**config.mk**
```make
export PLATFORM = sky130hd
export DESIGN_NAME = sdvt_timing
export DESIGN_NICKNAME = d
export VERILOG_FILES = /design/src/rtl/sdvt_timing.v
export VERILOG_INCLUDE_DIRS = /design/src /design/src/rtl
export SDC_FILE = /design/constraint.sdc
export NUM_CORES = 1
export LEC_CHECK = 0
export BUFFER_PORTS_ARGS = -buffer_cell sky130_fd_sc_hd__buf_2
export CAP_MARGIN = 10
export CORE_MARGIN = 4
export CORE_UTILIZATION = 25
export DETAILED_ROUTE_END_ITERATION = 10
export SETUP_SLACK_MARGIN = 0.02
export SYNTH_ARGS = -nofsm -noshare
export SYNTH_HDL_FRONTEND = slang
export SYNTH_SLANG_ARGS = --single-unit
```
**constraint.sdc**
```tcl
create_clock -name clock_i -period 8.2 [get_ports clock_i]
set_clock_uncertainty 0.1 [all_clocks]
set_input_delay 2.46 -clock clock_i [delete_from_list [all_inputs] [get_ports clock_i]]
set_output_delay 2.46 -clock clock_i [all_outputs]
set_load 0.005 [all_outputs]
```
**src/rtl/sdvt_consts.vh**
```
// constants for the sd video encoder timing and sync generator
// assumes an apb master on the same clock and external sync pins
// Function
// encoder_run at 0 holds timing logic in reset; 1 starts it
// master_slave_sel 1 locks to external syncs; 0 free-runs as master
// field_detect_sel picks slave field source: latch, raw, vsync, phase
// field_in_invert 1 inverts the external field input
// sync input polarity bits: 0 active high, 1 active low
// lines_per_frame is thirteen bits, reset 20Dh
// clocks_per_line is thirteen bits, reset 6B4h
// output polarity bits: 0 active high, 1 active low; field inverted
// hsync out asserted from start pixel to stop pixel each line
// vsync out between start and stop lines, edges at set pixels
// field out toggles at set pixel on each field's start line
// start-field bits give field value at each start line; f1 resets 1
// in progressive mode field0 start bit forces field toggle
// active video out within pixel window and per-field line window
// detect pulse out inside pixel and line window
// interrupt pulse at set line and pixel of the frame
// even caption pending set on write, cleared after line 284 or 335
// odd caption pending set on write, cleared after line 21 or 22
// scan_format 0 is 525 interlaced, 1 is 625; others reserved
// unequal_field_lines alternates field lengths (n-1)/2 and (n+1)/2; here only field_len_cnt alternates, when interlaced, and drives no output
// pixel counter wraps at clocks_per_line, line counter at frame
`ifndef SDVT_CONSTS_VH
`define SDVT_CONSTS_VH
// ==================================================
// register byte offsets
`define SDVT_OFS_MODE 12'h004
`define SDVT_OFS_SLAVE 12'h008
`define SDVT_OFS_SIZE 12'h00C
`define SDVT_OFS_POL 12'h010
`define SDVT_OFS_HS 12'h014
`define SDVT_OFS_VSP 12'h018
`define SDVT_OFS_VSL 12'h01C
`define SDVT_OFS_FTP 12'h020
`define SDVT_OFS_FST 12'h024
`define SDVT_OFS_AVP 12'h028
`define SDVT_OFS_AVL0 12'h02C
`define SDVT_OFS_AVL1 12'h030
`define SDVT_OFS_DTP 12'h054
`define SDVT_OFS_DTL 12'h058
`define SDVT_OFS_IRQ 12'h05C
`define SDVT_OFS_STAT 12'h080
`define SDVT_OFS_CTL 12'h084
`define SDVT_OFS_CCE 12'h128
`define SDVT_OFS_CCO 12'h12C
// ==================================================
// reset values and write masks
`define SDVT_RST_SIZE 32'h020D06B4
`define SDVT_RST_FST 32'h20000000
`define SDVT_RST_MODE 32'h00000004
`define SDVT_MSK_PAIR 32'h1FFF1FFF
`define SDVT_MSK_FST 32'h3FFF3FFF
`define SDVT_MSK_LO13 32'h00001FFF
`define SDVT_MSK_SLAVE 32'h0000003F
`define SDVT_MSK_POL 32'h0000010F
`define SDVT_MSK_MODE 32'h0000003D
`define SDVT_MSK_CTL 32'h00000F01
`define SDVT_MSK_CC 32'h0000FFFF
// ==================================================
// field positions
`define SDVT_LO 12:0
`define SDVT_HI 28:16
`define SDVT_B_RUN 0
`define SDVT_B_SLV 0
`define SDVT_B_HIP 1
`define SDVT_B_VIP 2
`define SDVT_B_FIP 3
`define SDVT_F_FMD 5:4
`define SDVT_B_HSP 0
`define SDVT_B_VSP 1
`define SDVT_B_FDP 2
`define SDVT_B_AVP 3
`define SDVT_B_DTP 8
`define SDVT_B_F0 13
`define SDVT_B_F1 29
`define SDVT_B_UEL 3
`define SDVT_B_INTERLACE_SEL 2
`define SDVT_F_FMT 11:8
`define SDVT_B_FMON 4
`define SDVT_B_CAE 1
`define SDVT_B_CAO 0
// ==================================================
// field detect modes and scan formats
`define SDVT_FMD_LATCH 2'h0
`define SDVT_FMD_RAW 2'h1
`define SDVT_FMD_VS 2'h2
`define SDVT_FMD_PHASE 2'h3
`define SDVT_FMT_525 4'h0
`define SDVT_FMT_625 4'h1
// caption lines, counted from 1 in the frame
`define SDVT_CC_ODD_525 13'h0015
`define SDVT_CC_ODD_625 13'h0016
`define SDVT_CC_EVEN_525 13'h011C
`define SDVT_CC_EVEN_625 13'h014F
`endif

```
**src/rtl/sdvt_timing.v**
```verilog
// timing and sync generator of a standard-definition video encoder
// assumes an apb master on clock_i; sync pins are asynchronous
`include "sdvt_consts.vh"
module sdvt_timing #(
   parameter CW = 13
) (
   input wire clock_i,
   input wire rst_n_i,
   input wire psel_i,
   input wire penable_i,
   input wire pwrite_i,
   input wire [11:0] paddr_i,
   input wire [31:0] pwdata_i,
   output wire [31:0] prdata_o,
   output wire pready_o,
   output wire pslverr_o,
   input wire ext_hsync_i,
   input wire ext_vsync_i,
   input wire ext_field_i,
   output reg hsync_o,
   output reg vsync_o,
   output reg field_o,
   output reg active_video_o,
   output reg detect_pulse_o,
   output reg irq_pulse_o,
   output reg caption_even_send_o,
   output reg caption_odd_send_o
);
   // ==================================================
   // register bus
   reg [31:0] mode_reg, sync_slave_control, picture_size, output_polarity;
   reg [31:0] hsync_out_pixels, vsync_out_pixels, vsync_out_lines;
   reg [31:0] field_out_toggle_pixel, field_out_start;
   reg [31:0] active_video_out_pixels, active_video_out_lines_f0;
   reg [31:0] active_video_out_lines_f1, detect_pulse_pixels;
   reg [31:0] detect_pulse_lines, interrupt_position, encoder_control;
   reg [15:0] caption_even_data, caption_odd_data;
   reg caption_even_pending, caption_odd_pending, field_monitor;
   reg [31:0] rdata;
   reg hit;
   wire wr = psel_i & penable_i & pwrite_i;
   assign pready_o = 1'b1;
   assign pslverr_o = psel_i & penable_i & ~hit;
   assign prdata_o = (psel_i & penable_i & ~pwrite_i) ? rdata : 32'h0;

   always @* begin
      hit = 1'b1;
      case (paddr_i)
         `SDVT_OFS_MODE: rdata = mode_reg;
         `SDVT_OFS_SLAVE: rdata = sync_slave_control;
         `SDVT_OFS_SIZE: rdata = picture_size;
         `SDVT_OFS_POL: rdata = output_polarity;
         `SDVT_OFS_HS: rdata = hsync_out_pixels;
         `SDVT_OFS_VSP: rdata = vsync_out_pixels;
         `SDVT_OFS_VSL: rdata = vsync_out_lines;
         `SDVT_OFS_FTP: rdata = field_out_toggle_pixel;
         `SDVT_OFS_FST: rdata = field_out_start;
         `SDVT_OFS_AVP: rdata = active_video_out_pixels;
         `SDVT_OFS_AVL0: rdata = active_video_out_lines_f0;
         `SDVT_OFS_AVL1: rdata = active_video_out_lines_f1;
         `SDVT_OFS_DTP: rdata = detect_pulse_pixels;
         `SDVT_OFS_DTL: rdata = detect_pulse_lines;
         `SDVT_OFS_IRQ: rdata = interrupt_position;
         `SDVT_OFS_STAT: begin
            rdata = 32'h0;
            rdata[`SDVT_B_FMON] = field_monitor;
            rdata[`SDVT_B_CAE] = caption_even_pending;
            rdata[`SDVT_B_CAO] = caption_odd_pending;
         end
         `SDVT_OFS_CTL: rdata = encoder_control;
         `SDVT_OFS_CCE: rdata = {16'h0, caption_even_data};
         `SDVT_OFS_CCO: rdata = {16'h0, caption_odd_data};
         default: begin
            rdata = 32'h0;
            hit = 1'b0;
         end
      endcase
   end

   wire wr_cce = wr & (paddr_i == `SDVT_OFS_CCE);
   wire wr_cco = wr & (paddr_i == `SDVT_OFS_CCO);

   always @(posedge clock_i) begin
      if (!rst_n_i) begin
         mode_reg <= `SDVT_RST_MODE;
         sync_slave_control <= 32'h0;
         picture_size <= `SDVT_RST_SIZE;
         output_polarity <= 32'h0;
         hsync_out_pixels <= 32'h0;
         vsync_out_pixels <= 32'h0;
         vsync_out_lines <= 32'h0;
         field_out_toggle_pixel <= 32'h0;
         field_out_start <= `SDVT_RST_FST;
         active_video_out_pixels <= 32'h0;
         active_video_out_lines_f0 <= 32'h0;
         active_video_out_lines_f1 <= 32'h0;
         detect_pulse_pixels <= 32'h0;
         detect_pulse_lines <= 32'h0;
         interrupt_position <= 32'h0;
         encoder_control <= 32'h0;
         caption_even_data <= 16'h0;
         caption_odd_data <= 16'h0;
      end else if (wr) begin
         case (paddr_i)
            `SDVT_OFS_MODE: mode_reg <= pwdata_i & `SDVT_MSK_MODE;
            `SDVT_OFS_SLAVE:
               sync_slave_control <= pwdata_i & `SDVT_MSK_SLAVE;
            `SDVT_OFS_SIZE: picture_size <= pwdata_i & `SDVT_MSK_PAIR;
            `SDVT_OFS_POL: output_polarity <= pwdata_i & `SDVT_MSK_POL;
            `SDVT_OFS_HS: hsync_out_pixels <= pwdata_i & `SDVT_MSK_PAIR;
            `SDVT_OFS_VSP: vsync_out_pixels <= pwdata_i & `SDVT_MSK_PAIR;
            `SDVT_OFS_VSL: vsync_out_lines <= pwdata_i & `SDVT_MSK_PAIR;
            `SDVT_OFS_FTP:
               field_out_toggle_pixel <= pwdata_i & `SDVT_MSK_LO13;
            `SDVT_OFS_FST: field_out_start <= pwdata_i & `SDVT_MSK_FST;
            `SDVT_OFS_AVP:
               active_video_out_pixels <= pwdata_i & `SDVT_MSK_PAIR;
            `SDVT_OFS_AVL0:
               active_video_out_lines_f0 <= pwdata_i & `SDVT_MSK_PAIR;
            `SDVT_OFS_AVL1:
               active_video_out_lines_f1 <= pwdata_i & `SDVT_MSK_PAIR;
            `SDVT_OFS_DTP: detect_pulse_pixels <= pwdata_i & `SDVT_MSK_PAIR;
            `SDVT_OFS_DTL: detect_pulse_lines <= pwdata_i & `SDVT_MSK_PAIR;
            `SDVT_OFS_IRQ: interrupt_position <= pwdata_i & `SDVT_MSK_PAIR;
            `SDVT_OFS_CTL: encoder_control <= pwdata_i & `SDVT_MSK_CTL;
            `SDVT_OFS_CCE: caption_even_data <= pwdata_i[15:0];
            `SDVT_OFS_CCO: caption_odd_data <= pwdata_i[15:0];
            default: ;
         endcase
      end
   end

   // ==================================================
   // control decode
   wire encoder_run = mode_reg[`SDVT_B_RUN];
   wire run_rst = ~rst_n_i | ~encoder_run;
   wire master_slave_sel = sync_slave_control[`SDVT_B_SLV];
   wire [1:0] field_detect_sel = sync_slave_control[`SDVT_F_FMD];
   wire [CW-1:0] lines_per_frame = picture_size[`SDVT_HI];
   wire [CW-1:0] clocks_per_line = picture_size[`SDVT_LO];
   wire interlace_sel = mode_reg[`SDVT_B_INTERLACE_SEL];
   wire unequal_field_lines = mode_reg[`SDVT_B_UEL];
   wire [3:0] scan_format = encoder_control[`SDVT_F_FMT];
   wire field0_start_field = field_out_start[`SDVT_B_F0];
   wire field1_start_field = field_out_start[`SDVT_B_F1];
   wire [CW-1:0] field_toggle_pixel = field_out_toggle_pixel[`SDVT_LO];

   // ==================================================
   // external sync inputs: two flops, then polarity
   reg [2:0] sync_m, sync_s, sync_d;
   always @(posedge clock_i) begin
      if (!rst_n_i) begin
         sync_m <= 3'h0;
         sync_s <= 3'h0;
         sync_d <= 3'h0;
      end else begin
         sync_m <= {ext_field_i, ext_vsync_i, ext_hsync_i};
         sync_s <= sync_m;
         sync_d <= sync_s;
      end
   end
   wire [2:0] pol_in = {sync_slave_control[`SDVT_B_FIP],
      sync_slave_control[`SDVT_B_VIP], sync_slave_control[`SDVT_B_HIP]};
   wire [2:0] ext_now = sync_s ^ pol_in;
   wire [2:0] ext_old = sync_d ^ pol_in;
   wire hs_rise = ext_now[0] & ~ext_old[0];
   wire vs_rise = ext_now[1] & ~ext_old[1];

   // ==================================================
   // counters
   reg [CW-1:0] pix, line, field_len_cnt;
   reg ueq_phase;
   wire line_end = (pix == clocks_per_line - 1'b1);
   wire frame_end = (line == lines_per_frame - 1'b1);
   // field length from the frame count; only field_len_cnt and ueq_phase use it
   wire [CW-1:0] half_lo = (lines_per_frame - 1'b1) >> 1;
   wire [CW-1:0] half_hi = (lines_per_frame + 1'b1) >> 1;
   wire [CW-1:0] field_len = (interlace_sel & unequal_field_lines) ?
      (ueq_phase ? half_hi : half_lo) : (lines_per_frame >> 1);

   always @(posedge clock_i) begin
      if (run_rst) begin
         pix <= {CW{1'b0}};
         line <= {CW{1'b0}};
         field_len_cnt <= {CW{1'b0}};
         ueq_phase <= 1'b0;
      end else if (master_slave_sel & hs_rise) begin
         pix <= {CW{1'b0}};
         line <= vs_rise ? {CW{1'b0}} : line + 1'b1;
      end else if (master_slave_sel & vs_rise) begin
         line <= {CW{1'b0}};
         pix <= line_end ? {CW{1'b0}} : pix + 1'b1;
      end else if (line_end) begin
         pix <= {CW{1'b0}};
         line <= frame_end ? {CW{1'b0}} : line + 1'b1;
         if (frame_end || field_len_cnt == field_len - 1'b1) begin
            field_len_cnt <= {CW{1'b0}};
            ueq_phase <= ~ueq_phase;
         end else begin
            field_len_cnt <= field_len_cnt + 1'b1;
         end
      end else begin
         pix <= pix + 1'b1;
      end
   end

   // ==================================================
   // field id: internal toggling or slave detection
   reg fid, ext_fid_latched;
   wire fid_start0 = (line == field_out_start[`SDVT_LO]);
   wire fid_start1 = (line == field_out_start[`SDVT_HI]);
   wire at_fpix = (pix == field_toggle_pixel);
   always @(posedge clock_i) begin
      if (run_rst) begin
         fid <= 1'b0;
         ext_fid_latched <= 1'b0;
      end else if (master_slave_sel) begin
         if (vs_rise) ext_fid_latched <= ext_now[2];
         case (field_detect_sel)
            `SDVT_FMD_LATCH: fid <= vs_rise ? ext_now[2] : ext_fid_latched;
            `SDVT_FMD_RAW: fid <= ext_now[2];
            `SDVT_FMD_VS: fid <= ext_now[1];
            // vsync leading mid-line marks the second field
            `SDVT_FMD_PHASE: if (vs_rise) fid <= ~hs_rise & ~line_end;
            default: fid <= fid;
         endcase
      end else if (at_fpix) begin
         if (~interlace_sel & field0_start_field) begin
            if (frame_end) fid <= ~fid;
         end else if (fid_start1) begin
            fid <= field1_start_field;
         end else if (fid_start0) begin
            fid <= field0_start_field;
         end
      end
   end

   // ==================================================
   // windows and outputs
   function in_win;
      input [CW-1:0] v, sta, stp;
      begin
         in_win = (v >= sta) && (v < stp);
      end
   endfunction

   // vsync goes on at start pixel of start line, off at stop of stop line
   wire vs_on = (line > vsync_out_lines[`SDVT_LO] ||
      (line == vsync_out_lines[`SDVT_LO] &&
      pix >= vsync_out_pixels[`SDVT_LO])) &&
      (line < vsync_out_lines[`SDVT_HI] ||
      (line == vsync_out_lines[`SDVT_HI] &&
      pix < vsync_out_pixels[`SDVT_HI]));
   wire [31:0] av_lines = fid ? active_video_out_lines_f1 :
      active_video_out_lines_f0;
   wire active_video_flag =
      in_win(pix, active_video_out_pixels[`SDVT_LO],
      active_video_out_pixels[`SDVT_HI]) &&
      in_win(line, av_lines[`SDVT_LO], av_lines[`SDVT_HI]);
   wire det_on = in_win(pix, detect_pulse_pixels[`SDVT_LO],
      detect_pulse_pixels[`SDVT_HI]) &&
      in_win(line, detect_pulse_lines[`SDVT_LO],
      detect_pulse_lines[`SDVT_HI]);
   wire hs_on = in_win(pix, hsync_out_pixels[`SDVT_LO],
      hsync_out_pixels[`SDVT_HI]);
   wire irq_hit = (line == interrupt_position[`SDVT_HI]) &&
      (pix == interrupt_position[`SDVT_LO]);

   // caption lines are 1-based; the line counter is 0-based
   wire is625 = (scan_format == `SDVT_FMT_625);
   wire [CW-1:0] cc_odd_line = is625 ? `SDVT_CC_ODD_625 : `SDVT_CC_ODD_525;
   wire [CW-1:0] cc_even_line = is625 ? `SDVT_CC_EVEN_625 :
      `SDVT_CC_EVEN_525;
   wire cc_odd_done = line_end && (line + 1'b1 == cc_odd_line);
   wire cc_even_done = line_end && (line + 1'b1 == cc_even_line);

   always @(posedge clock_i) begin
      if (run_rst) begin
         hsync_o <= output_polarity[`SDVT_B_HSP];
         vsync_o <= output_polarity[`SDVT_B_VSP];
         field_o <= output_polarity[`SDVT_B_FDP];
         active_video_o <= output_polarity[`SDVT_B_AVP];
         detect_pulse_o <= output_polarity[`SDVT_B_DTP];
         irq_pulse_o <= 1'b0;
         caption_even_send_o <= 1'b0;
         caption_odd_send_o <= 1'b0;
         field_monitor <= 1'b0;
      end else begin
         hsync_o <= hs_on ^ output_polarity[`SDVT_B_HSP];
         vsync_o <= vs_on ^ output_polarity[`SDVT_B_VSP];
         field_o <= fid ^ output_polarity[`SDVT_B_FDP];
         active_video_o <= active_video_flag ^
            output_polarity[`SDVT_B_AVP];
         detect_pulse_o <= det_on ^ output_polarity[`SDVT_B_DTP];
         irq_pulse_o <= irq_hit;
         caption_even_send_o <= cc_even_done & caption_even_pending;
         caption_odd_send_o <= cc_odd_done & caption_odd_pending;
         field_monitor <= fid;
      end
   end

   // ==================================================
   // caption pending flags; a write in the clearing cycle keeps it set
   always @(posedge clock_i) begin
      if (!rst_n_i) begin
         caption_even_pending <= 1'b0;
         caption_odd_pending <= 1'b0;
      end else begin
         if (wr_cce)
            caption_even_pending <= 1'b1;
         else if (encoder_run & cc_even_done)
            caption_even_pending <= 1'b0;
         if (wr_cco)
            caption_odd_pending <= 1'b1;
         else if (encoder_run & cc_odd_done)
            caption_odd_pending <= 1'b0;
      end
   end
endmodule // sdvt_timing

```
### Yosys cells after proc, flatten, opt, wreduce, memory -nomap -nowiden

Cells that the tools add are included.
W data, S select, Z words.

| word-level totals | value |
|---|---|
| logic and storage cells | 195 |
| output and inout port bits | 42 |
| input bits | 52 |
| bits in registers | 401 |

| operators by class | value |
|---|---|
| $lt $le $gt $ge | 14 |
| bitwise operators | 34 |
| add/sub/neg operators | 4 |
| multiplexer cells | 29 |
| reduce and logical (&&, ||, !) cells | 42 |
| equal/unequal tests | 36 |

Operator list:

| operator | number |
|---|---|
| $pmux W30 S19 | 1 |
| $eq A13 B13 Y1 | 9 |
| $lt A13 B13 Y1 | 7 |
| $ge A13 B13 Y1 | 6 |
| $mux W13 | 5 |
| $eq A12 B6 Y1 const B | 5 |
| $eq A12 B5 Y1 const B | 4 |
| $eq A12 B7 Y1 const B | 3 |
| $reduce_and A2 Y1 | 18 |
| $mux W32 | 1 |
| $mux W29 | 1 |
| $add A13 B1 Y13 const B | 2 |
| $sub A13 B1 Y13 const B | 2 |
| $eq A12 B4 Y1 const B | 2 |
| $eq A12 B8 Y1 const B | 2 |
| $eq A12 B9 Y1 const B | 2 |
| $reduce_or A19 Y1 | 1 |
| $mux W1 | 18 |
| $and A1 B1 Y1 | 16 |
| $eq A13 B5 Y1 | 1 |
| $eq A13 B9 Y1 | 1 |
| $gt A13 B13 Y1 | 1 |
| $logic_and A1 B1 Y1 | 13 |
| $eq A12 B3 Y1 const B | 1 |
| 19 further kinds | 37 |

### Logic depth before layout (Yosys ltp)

Gate-level depths: netlist of run 1.

| logic depth | value |
|---|---|
| word-level depth | 8 |
| depth in mapped cells | 13 |
| gate-level depth less buffers | 10 |

### Worst setup path after synthesis of run 1

Ideal clock, no wire load.

| timing path | value |
|---|---|
| path type | input-to-output |
| start point | input paddr_i[9] |
| end point | output prdata_o[14] |
| buffers on the path | 2 |
| arrival | 4833 ps |
| setup slack | 807 ps |
| stages | 8 |
| data required time | 5640 ps |
| path through | or4_1 > clkbuf_1 > nor4_1 > or3_1 > nor4_1 > or3_1 > clkbuf_1 > nor3_1 |

| between the ends | value |
|---|---|
| longest elaborated chain between the ends | 3 |
| elaborated cells between the ends (all ways) | 21 |
| those cells by class | eq/ne (19); mux (2) |

RTL lines:

| element | line | source |
|---|---|---|
| from (decl) | sdvt_timing.v:12 | `input wire [11:0] paddr_i,` |
| $eq A12 B9 Y1, or another cell as far along | sdvt_timing.v:48 | `case (paddr_i)` |
| $pmux W30 S19 * | sdvt_timing.v:48 |  |
| $mux W32 * | sdvt_timing.v:44 | `assign prdata_o = (psel_i & penable_i & ~pwrite_i) ? rdata : 32'h0;` |
| to (decl) | sdvt_timing.v:14 | `output wire [31:0] prdata_o,` |

Mark *: on every way between the ends. The rest lies on a longest branch, timed or not.

### Worst setup path after layout of run 1

| timing path | value |
|---|---|
| start point | input paddr_i[9] |
| end point | output prdata_o[18] |

The elaborated chain is that of the path after synthesis.

==> results of run 1 <==
==> cell usage after synthesis, types with 27 or more instances <==
library cell	number
xor2_1	70
ha_1	180
inv_1	156
dfxtp_1	401
mux2i_1	49
xnor2_1	51
a31oi_1	35
a21boi_0	340
nand2_1	736
a221oi_1	48
o21ai_0	55
nand3_1	68
clkbuf_1	191
a22o_1	56
a21oi_1	53
nor3_1	38
nor2b_1	27
nor2_1	81
==> layout by cell type (no fill, tap or decap), types with 15 or more instances in the layout <==
cell type,count
nand2_1,736
dfxtp_1,400
a21boi_0,340
ha_1,180
inv_1,156
buf_2,87
buf_4,78
nor2_1,74
xor2_1,70
nand3_1,67
a22o_1,56
o21ai_0,55
a21oi_1,53
xnor2_1,51
mux2i_1,49
a221oi_1,48
clkbuf_16,46
a31oi_1,35
nor3_1,29
nor2b_1,27
a222oi_1,23
nand4_1,23
nor4_1,20
o21a_1,19
a22oi_1,18
and3_1,18
nand2b_1,18
a21o_1,18
and2_1,15
==> metrics by stage <==
step	power, mW	utilization (%)
detailed placement	2.126	27.48
finish	4.169	29.07
floorplan	2.068	-
global placement	2.126	27.48
CTS	4.188	29.06
global route	4.264	29.06
==> logic make-up after synthesis <==
| logic type | share of synthesized area (%) |
|---|---|
| adder cells (fa/ha/maj) | 9.474 |
| buffers and inverters | 5.916 |
| flip-flops | 33.77 |
| AND/OR/NAND/NOR | 20.37 |
| XOR/XNOR | 4.458 |
| other | 0.03159 |
| multiplexers | 2.584 |
| AO/OA/AOI/OAI | 23.40 |
==> routing by layer <==
layer	track usage (%)	vias to the layer above	part of all wire, %
met5	0	-	0
met4	9.839	0	5.9
met3	3.738	312	10
met2	28.73	1318	41
met1	27.04	10730	42
li1	-	10410	-
==> critical path, cell delays in order <==
cell and delay (ns):
buf_2 0.11, nor4_1 0.54, nand3_1 0.44, nor2_2 0.29
nor4_1 0.10, or3_1 0.35, buf_4 0.29, a31oi_1 0.56
buf_2 0.23
==> power breakdown <==
group	switching (mW)	internal [mW]	leakage (nW)
registers	0.000699	1.95	3.23
clock network	0.899	1.18	0.742
logic	0.0956	0.0402	5.32
total	0.995	3.17	9.29
==> final cells by class <==
type / count / area (um2)
Inverter: 157 / 589.3
Antenna cell: 2 / 5.005
Sequential cell: 401 / 8029
Timing Repair Buffer: 172 / 1156
Clock buffer: 68 / 1324
Clock inverter: 18 / 162.7
Fill cell: 10070 / 66600
Tap cell: 1254 / 1569
Multi-Input combinational cell: 2215 / 14460
==> worst min-delay path by stage <==
stage,depth (start not counted),endpoint,startpoint
floorplan,1,sync_s[0],sync_m[0]
finish,1,sync_s[0],sync_m[0]
global placement,1,sync_s[1],sync_m[1]
detailed placement,1,sync_s[0],sync_m[0]
global route,1,sync_s[0],sync_m[0]
CTS,1,sync_s[1],sync_m[1]
==> results.toml, run 1 <==
[setup_path]
r2r_start = "line[0]"
r2r_setup_slack_ns = 4.39
crit_end = "prdata_o[18]"
reg2reg_to = "detect_pulse_o"
crit_type = "in -> out"
rr_worst_depth = 7
worst-path-max-fanout = 30
endpoint_kind = "primary output"
crit_required_ns = 5.64
crit_arrival_ns = 5.41
critPathLaunchType = "primary input"
startpoint = "paddr_i[9]"

[global_route]
gr-usage-all-layers_pct = 19.48
grt_max_degree = 113
grt-ovfl-total = 0
grt_pass1_wl_mm = 145.0
antenna_found_initial = 1
first_global_vias = 21080

[final_layout]
area_delta_synth_final_pct = 14.81
top_register = "field_out_start"
largest_reg_flops = 28
stdcell_count = 4287
drive_above_1_share_pct = 9.667
nNetsFinal = 3225
design_area_um2 = 27290

[detailed_routing]
wl_per_cell_um = 23.50
firstDrtPassIters = 8
wirelength_mm = 100.8
viasPerCell = 5.311
drt_iter0_drc = 3037
num_vias = 22770
postRouteAntennaNets = 0
drc_errors = 0

[clock_tree]
hold_buffers = 0
postCtsSetupRepairBufs = 0
path_clk_slew_ns = 0.06
clock_latency_ns = 0.61
cts_resized = 0
htreeDepth = 2
cts_buffers = 46
clockBufferDepth = 3
numClockSinks = 401
cts_tree = "done"
root_buffer = "clkbuf_16"

[placement]
dp_hpwl_mm = 69.27
dp_slack_ns = 0.3472
portBuffers = 88
placed_area_um2 = 25800
placed_cells = 4199
gp_routability_congestion = 0.9762

[logic_synthesis]
synth_top_area_cell = "dfxtp_1"
ys_seq_area_share_pct = 33.77
ys_top_cells_by_area = "dfxtp_1 (34%), nand2_1 (12%), a21boi_0 (11%), ha_1 (9.5%), clkbuf_1 (3.0%)"
synth_edf_count = 0
synth_top_area_share_pct = 33.77
synthArstFlopShare_pct = 0
syn_inst = 2980
syn_avg_cell_area_um2 = 7.977
ys_ff_latch = 401
synth_ff_type = "dfxtp_1"
yosysWarnings = 0
synth.cell_area_um2 = 23770
yosysUniqueCellTypes = 74

[timing]
worst_pin_slew_ns = 1.270
min_period_over_period_pct = 97.23
rsz0062_at_grt = "false"
slew_viol_final = 0
tns_ns = 0
max_freq_ghz = 0.1254
hold_viol_final = 0
timing.final.ws_setup_ns = 0.2272
setup_violations = 0
worst_hold_slack_ns = 0.3344
min_period_ns = 7.973
slew_headroom_pct = 15.10

[die]
start_util_pct = 25.32
die_w_um = 316.4
top_level_ports = 94
core_area_um2 = 93890
core.rowCount = 112
dieHeight_um = 316.4
die_area_um2 = 100100

[run_status]
outcome = "complete, no violations"

[pwr]
ir_worst_vdd_mv = 0.1475
p_leak_nw = 9.290
power-per-cell-area_nw_per_um2 = 152.8

[min_path]
hold_path.class = "reg -> reg"

[run]
maxCapViolations = 0
Note: power is estimated with default switching activity, not from simulation.
==> run 2, diff against run 1 <==
--- a/config.mk
+++ b/config.mk
@@ -11,6 +11,8 @@
 export CORE_MARGIN = 4
 export CORE_UTILIZATION = 25
 export DETAILED_ROUTE_END_ITERATION = 10
+export PLACE_DENSITY = 0.37
+export REMOVE_ABC_BUFFERS = 1
 export SETUP_SLACK_MARGIN = 0.02
 export SYNTH_ARGS = -nofsm -noshare
 export SYNTH_HDL_FRONTEND = slang
==> results.toml, run 2 (synthesis results as in run 1) <==
[setup_path]
crit_required_ns = 5.64
slowest_stage = "or3_2"
endpoint_kind = "primary output"
worst-path-max-fanout = 28
critPathLaunchType = "primary input"
crit_type = "in -> out"
crit_chain = "buf_2, nor2b_1, o21ai_0, a21oi_1, nor2_1, nor4_1, nor4_1, or3_2, buf_12, a31oi_1, buf_4, buf_2"
crit_arrival_ns = 5.47
slowest_delay_ns = 0.53

[die]
core.rowCount = 112
core_area_um2 = 93890
die_area_um2 = 100100
start_util_pct = 25.32
dieHeight_um = 316.4
die_w_um = 316.4
top_level_ports = 94

[global_route]
grt-ovfl-total = 0
antenna_found_initial = 10
first_global_vias = 21850
grt_max_degree = 99
grt_pass1_wl_mm = 165.4
gr-usage-all-layers_pct = 22.95

[timing]
slew_headroom_pct = 24.97
max_freq_ghz = 0.1245
setup_violations = 0
rsz0062_at_grt = "false"
worst_pin_slew_ns = 1.117
timing.final.ws_setup_ns = 0.1698
min_period_over_period_pct = 97.93
tns_ns = 0
hold_viol_final = 0
min_period_ns = 8.030
slew_viol_final = 0

[pwr]
combPwrFrac_pct = 3.0
p_leak_nw = 9.437
pwr-share-clk_pct = 53.1
power_frac_seq_pct = 43.9
intPower_mw = 3.383
ir_worst_vdd_mv = 0.1156
power-per-cell-area_nw_per_um2 = 160.9
switching_share_pct = 23.84
finalPower_mw = 4.443
p_switching_mw = 1.059

[detailed_routing]
drc_errors = 0
drt_iter0_drc = 1876
route.met2.wl_mm = 55.03
wirelength_mm = 117.6
viasPerCell = 5.248
wl_per_cell_um = 27.38
drt-met1-wl_mm = 51.93
postRouteAntennaNets = 0
met3_length_mm = 6.607
firstDrtPassIters = 7
num_vias = 22540
highest_layer = "met5"

[clock_tree]
clock_latency_ns = 0.63
postCtsSetupRepairBufs = 0
hold_buffers = 0
root_buffer = "clkbuf_16"
clockBufferDepth = 3
path_clk_slew_ns = 0.05
cts_tree = "done"
htreeDepth = 2
cts_buffers = 51
cts_resized = 0
numClockSinks = 401

[run]
maxCapViolations = 0

[placement]
gp_routability_congestion = 0.8730
dp_slack_ns = 0.2704
placed_cells = 4204
dp_hpwl_mm = 81.26
portBuffers = 88

[final_layout]
top_register = "field_out_start"
post-route-util_pct = 29.41
largest_reg_flops = 28
stdcell_count = 4296
drive_above_1_share_pct = 10.43
layout_commonest_cell = "nand2_1"
nNetsFinal = 3235
area_delta_synth_final_pct = 16.15
final_cell_mix = "nand2_1 (731), dfxtp_1 (400), a21boi_0 (340)"

[run_status]
outcome = "complete, no violations"

[min_path]
hold_path.class = "reg -> reg"
run 2: cell types whose count changed in the layout (fill, tap and decap cells not counted), moves of 4 or more:
cell        previous run  this run
clkbuf_16             46        51
nand2_2                0         5
clkbuf_1              13         7
nand2_1              736       731
clkinvlp_4             0         4
run 2: area by class of cell:
cell class | count | area (um2)
antenna | 2 | 5.005
clock buffer | 69 | 1454
clock inverter | 21 | 251.5
fill | 10090 | 66280
inverter | 157 | 589.3
multi-input combinational | 2215 | 14500
sequential | 401 | 8029
tap | 1254 | 1569
timing repair buffer | 177 | 1219
run 2: final timing paths:
| kind | start | endpoint | slack (ns) | cells past startpoint |
|---|---|---|---|---|
| worst min-delay path | sync_m[2] | sync_s[2] | 0.35 | 1 |
| worst max register to register | picture_size[16] | fid | 4.35 | 10 |
| worst min register to register | sync_m[2] | sync_s[2] | 0.35 | 1 |
| worst max-delay path | paddr_i[4] | prdata_o[8] | 0.17 | 12 |
run 2: per-layer routing:
metal  vias up  global-route usage (%)
met3       169                   2.902
met2       788                   38.46
li1      10450                       -
met5         -                       0
met1     11140                   30.64
met4         4                   7.446
run 2: power groups by stage:
stage	Sequential (mW)	Clock (mW)	Combinational [mW]
final	1.95	2.36	0.132
after global routing	1.95	2.48	0.138
after CTS	1.95	2.42	0.130
after detailed placement	1.99	0	0.130
after global placement	1.99	0	0.129
after floorplan	1.99	0	0.0339
run 2: worst max-delay path: cells and delay by family:
family | cells | cell delay, ns
buffers and inverters | 4 | 0.73
AND/OR/NAND/NOR | 5 | 1.47
AO/OA/AOI/OAI | 3 | 0.76
run 2: metrics by stage:
stage / hold WS, ns / instance area [um2]
final: 0.3478 / 27610
after global routing: 0.3574 / 27610
after CTS: 0.3488 / 27610
after detailed placement: 0.3292 / 25900
after global placement: 0.3188 / 25900
after floorplan: 0.3118 / 22960
==> run 3, diff against run 2 <==
==> constraint.sdc (replaced) <==
create_clock -name clock_i -period 8.2 [get_ports clock_i]
set_clock_uncertainty 0.1 [all_clocks]
set_input_delay 0.41 -clock clock_i [delete_from_list [all_inputs] [get_ports clock_i]]
set_output_delay 0.41 -clock clock_i [all_outputs]
set_load 0.005 [all_outputs]
==> results.toml, run 3 (synthesis results as in run 1) <==
[run_status]
outcome = "complete, no violations"

[clock_tree]
path_clk_slew_ns = 0.06
postCtsSetupRepairBufs = 0
hold_buffers = 7
clock_latency_ns = 0.62
root_buffer = "clkbuf_16"
cts_tree = "done"
cts_buffers = 51
clockBufferDepth = 3
numClockSinks = 401
htreeDepth = 2
cts_resized = 0

[setup_path]
r2r_setup_slack_ns = 4.47
crit_arrival_ns = 4.15
slowest_delay_ns = 0.73
critPathLaunchType = "primary input"
rr_worst_depth = 10
crit_required_ns = 7.69
worst-path-max-fanout = 28
crit_chain = "buf_2, nor4_1, nand3_1, nor2_1, nor4_1, or3_2, buf_4, a31oi_1, buf_2"
crit_type = "in -> out"
slowest_stage = "nor2_1"
endpoint_kind = "primary output"

[placement]
dp_slack_ns = 3.522
portBuffers = 88
gp_routability_congestion = 0.8815
dp_hpwl_mm = 79.19

[die]
core_area_um2 = 93890
die_w_um = 316.4
start_util_pct = 25.32
top_level_ports = 94
dieHeight_um = 316.4
core.rowCount = 112
die_area_um2 = 100100

[final_layout]
top_register = "field_out_start"
drive_above_1_share_pct = 9.865
final_cell_mix = "nand2_1 (731), dfxtp_1 (400), a21boi_0 (340)"
largest_reg_flops = 28
area_delta_synth_final_pct = 15.61
post-route-util_pct = 29.27
nNetsFinal = 3222
layout_commonest_cell = "nand2_1"

[global_route]
antenna_found_initial = 5
grt-ovfl-total = 0
first_global_vias = 22140
grt_pass1_wl_mm = 164.6
grt_max_degree = 106
gr-usage-all-layers_pct = 22.82

[detailed_routing]
wl_per_cell_um = 27.09
postRouteAntennaNets = 0
drc_errors = 0
viasPerCell = 5.215
num_vias = 22360
wirelength_mm = 116.2
firstDrtPassIters = 5
drt_iter0_drc = 1771

[pwr]
power_frac_seq_pct = 43.8
p_leak_nw = 9.386
power-per-cell-area_nw_per_um2 = 162.2
intPower_mw = 3.414
switching_share_pct = 23.43
pwr-share-clk_pct = 53.3
combPwrFrac_pct = 2.9
ir_worst_vdd_mv = 0.1309
p_switching_mw = 1.045

[timing]
min_period_ns = 4.655
setup_violations = 0
slew_viol_final = 0
worst_pin_slew_ns = 1.273
timing.final.ws_setup_ns = 3.545
slew_headroom_pct = 14.91
max_freq_ghz = 0.2148
tns_ns = 0
min_period_over_period_pct = 56.77
hold_viol_final = 0
worst_hold_slack_ns = 0.05591
rsz0062_at_grt = "false"

[run]
maxCapViolations = 0

[min_path]
min_path_cells = 3
hold_path.class = "in -> reg"
[run 3: critical path: cells and delay by family]
family                 cells  cell delay, ns
buffers and inverters      3            0.67
and+or+nand+nor            5            2.51
AOI/OAI and AO/OA          1            0.51
[run 3: path summary, 6_finish.rpt]
check | start | end
max | paddr_i[8] | prdata_o[3]
min reg2reg | sync_m[1] | sync_s[1]
min | pwdata_i[28] | vsync_out_pixels[28]
max reg2reg | picture_size[16] | fid
[run 3: stage by stage]
| step | cell area (um2) | instances | power, mW |
|---|---|---|---|
| final | 27480 | 4287 | 4.458 |
| after global routing | 27480 | 4285 | 4.588 |
| after CTS | 27480 | 4285 | 4.521 |
| after detailed placement | 25660 | 4184 | 2.122 |
| after global placement | 25660 | 4184 | 2.121 |
| after floorplan | 22960 | 2773 | 2.027 |
[run 3: final cells by class]
class                           instances  area (um2)
Inverter                              157       589.3
Timing Repair Buffer                  164        1039
Antenna cell                            2       5.005
Tap cell                             1254        1569
Sequential cell                       401        8029
Fill cell                           10130       66410
Clock buffer                           79        1594
Clock inverter                         15       152.6
Multi-Input combinational cell       2215       14500
[run 3: routing by layer]
metal  wire (um)  share of wire (%)  vias up  track usage, %
met5          27              0.023        -               0
met4        4279                3.7        4           7.869
met3        6298                5.4      187           2.660
met2       53860                 46      788           37.98
met1       51690                 44    10970           30.63
li1            -                  -    10410               -
[run 3: power groups by stage]
stage                     sequential [mW]  clock [mW]  combinational, mW
final                                1.95        2.38              0.131
after global routing                 1.95        2.50              0.139
after CTS                            1.95        2.44              0.131
after detailed placement             1.99           0              0.128
after global placement               1.99           0              0.127
after floorplan                      1.99           0             0.0339
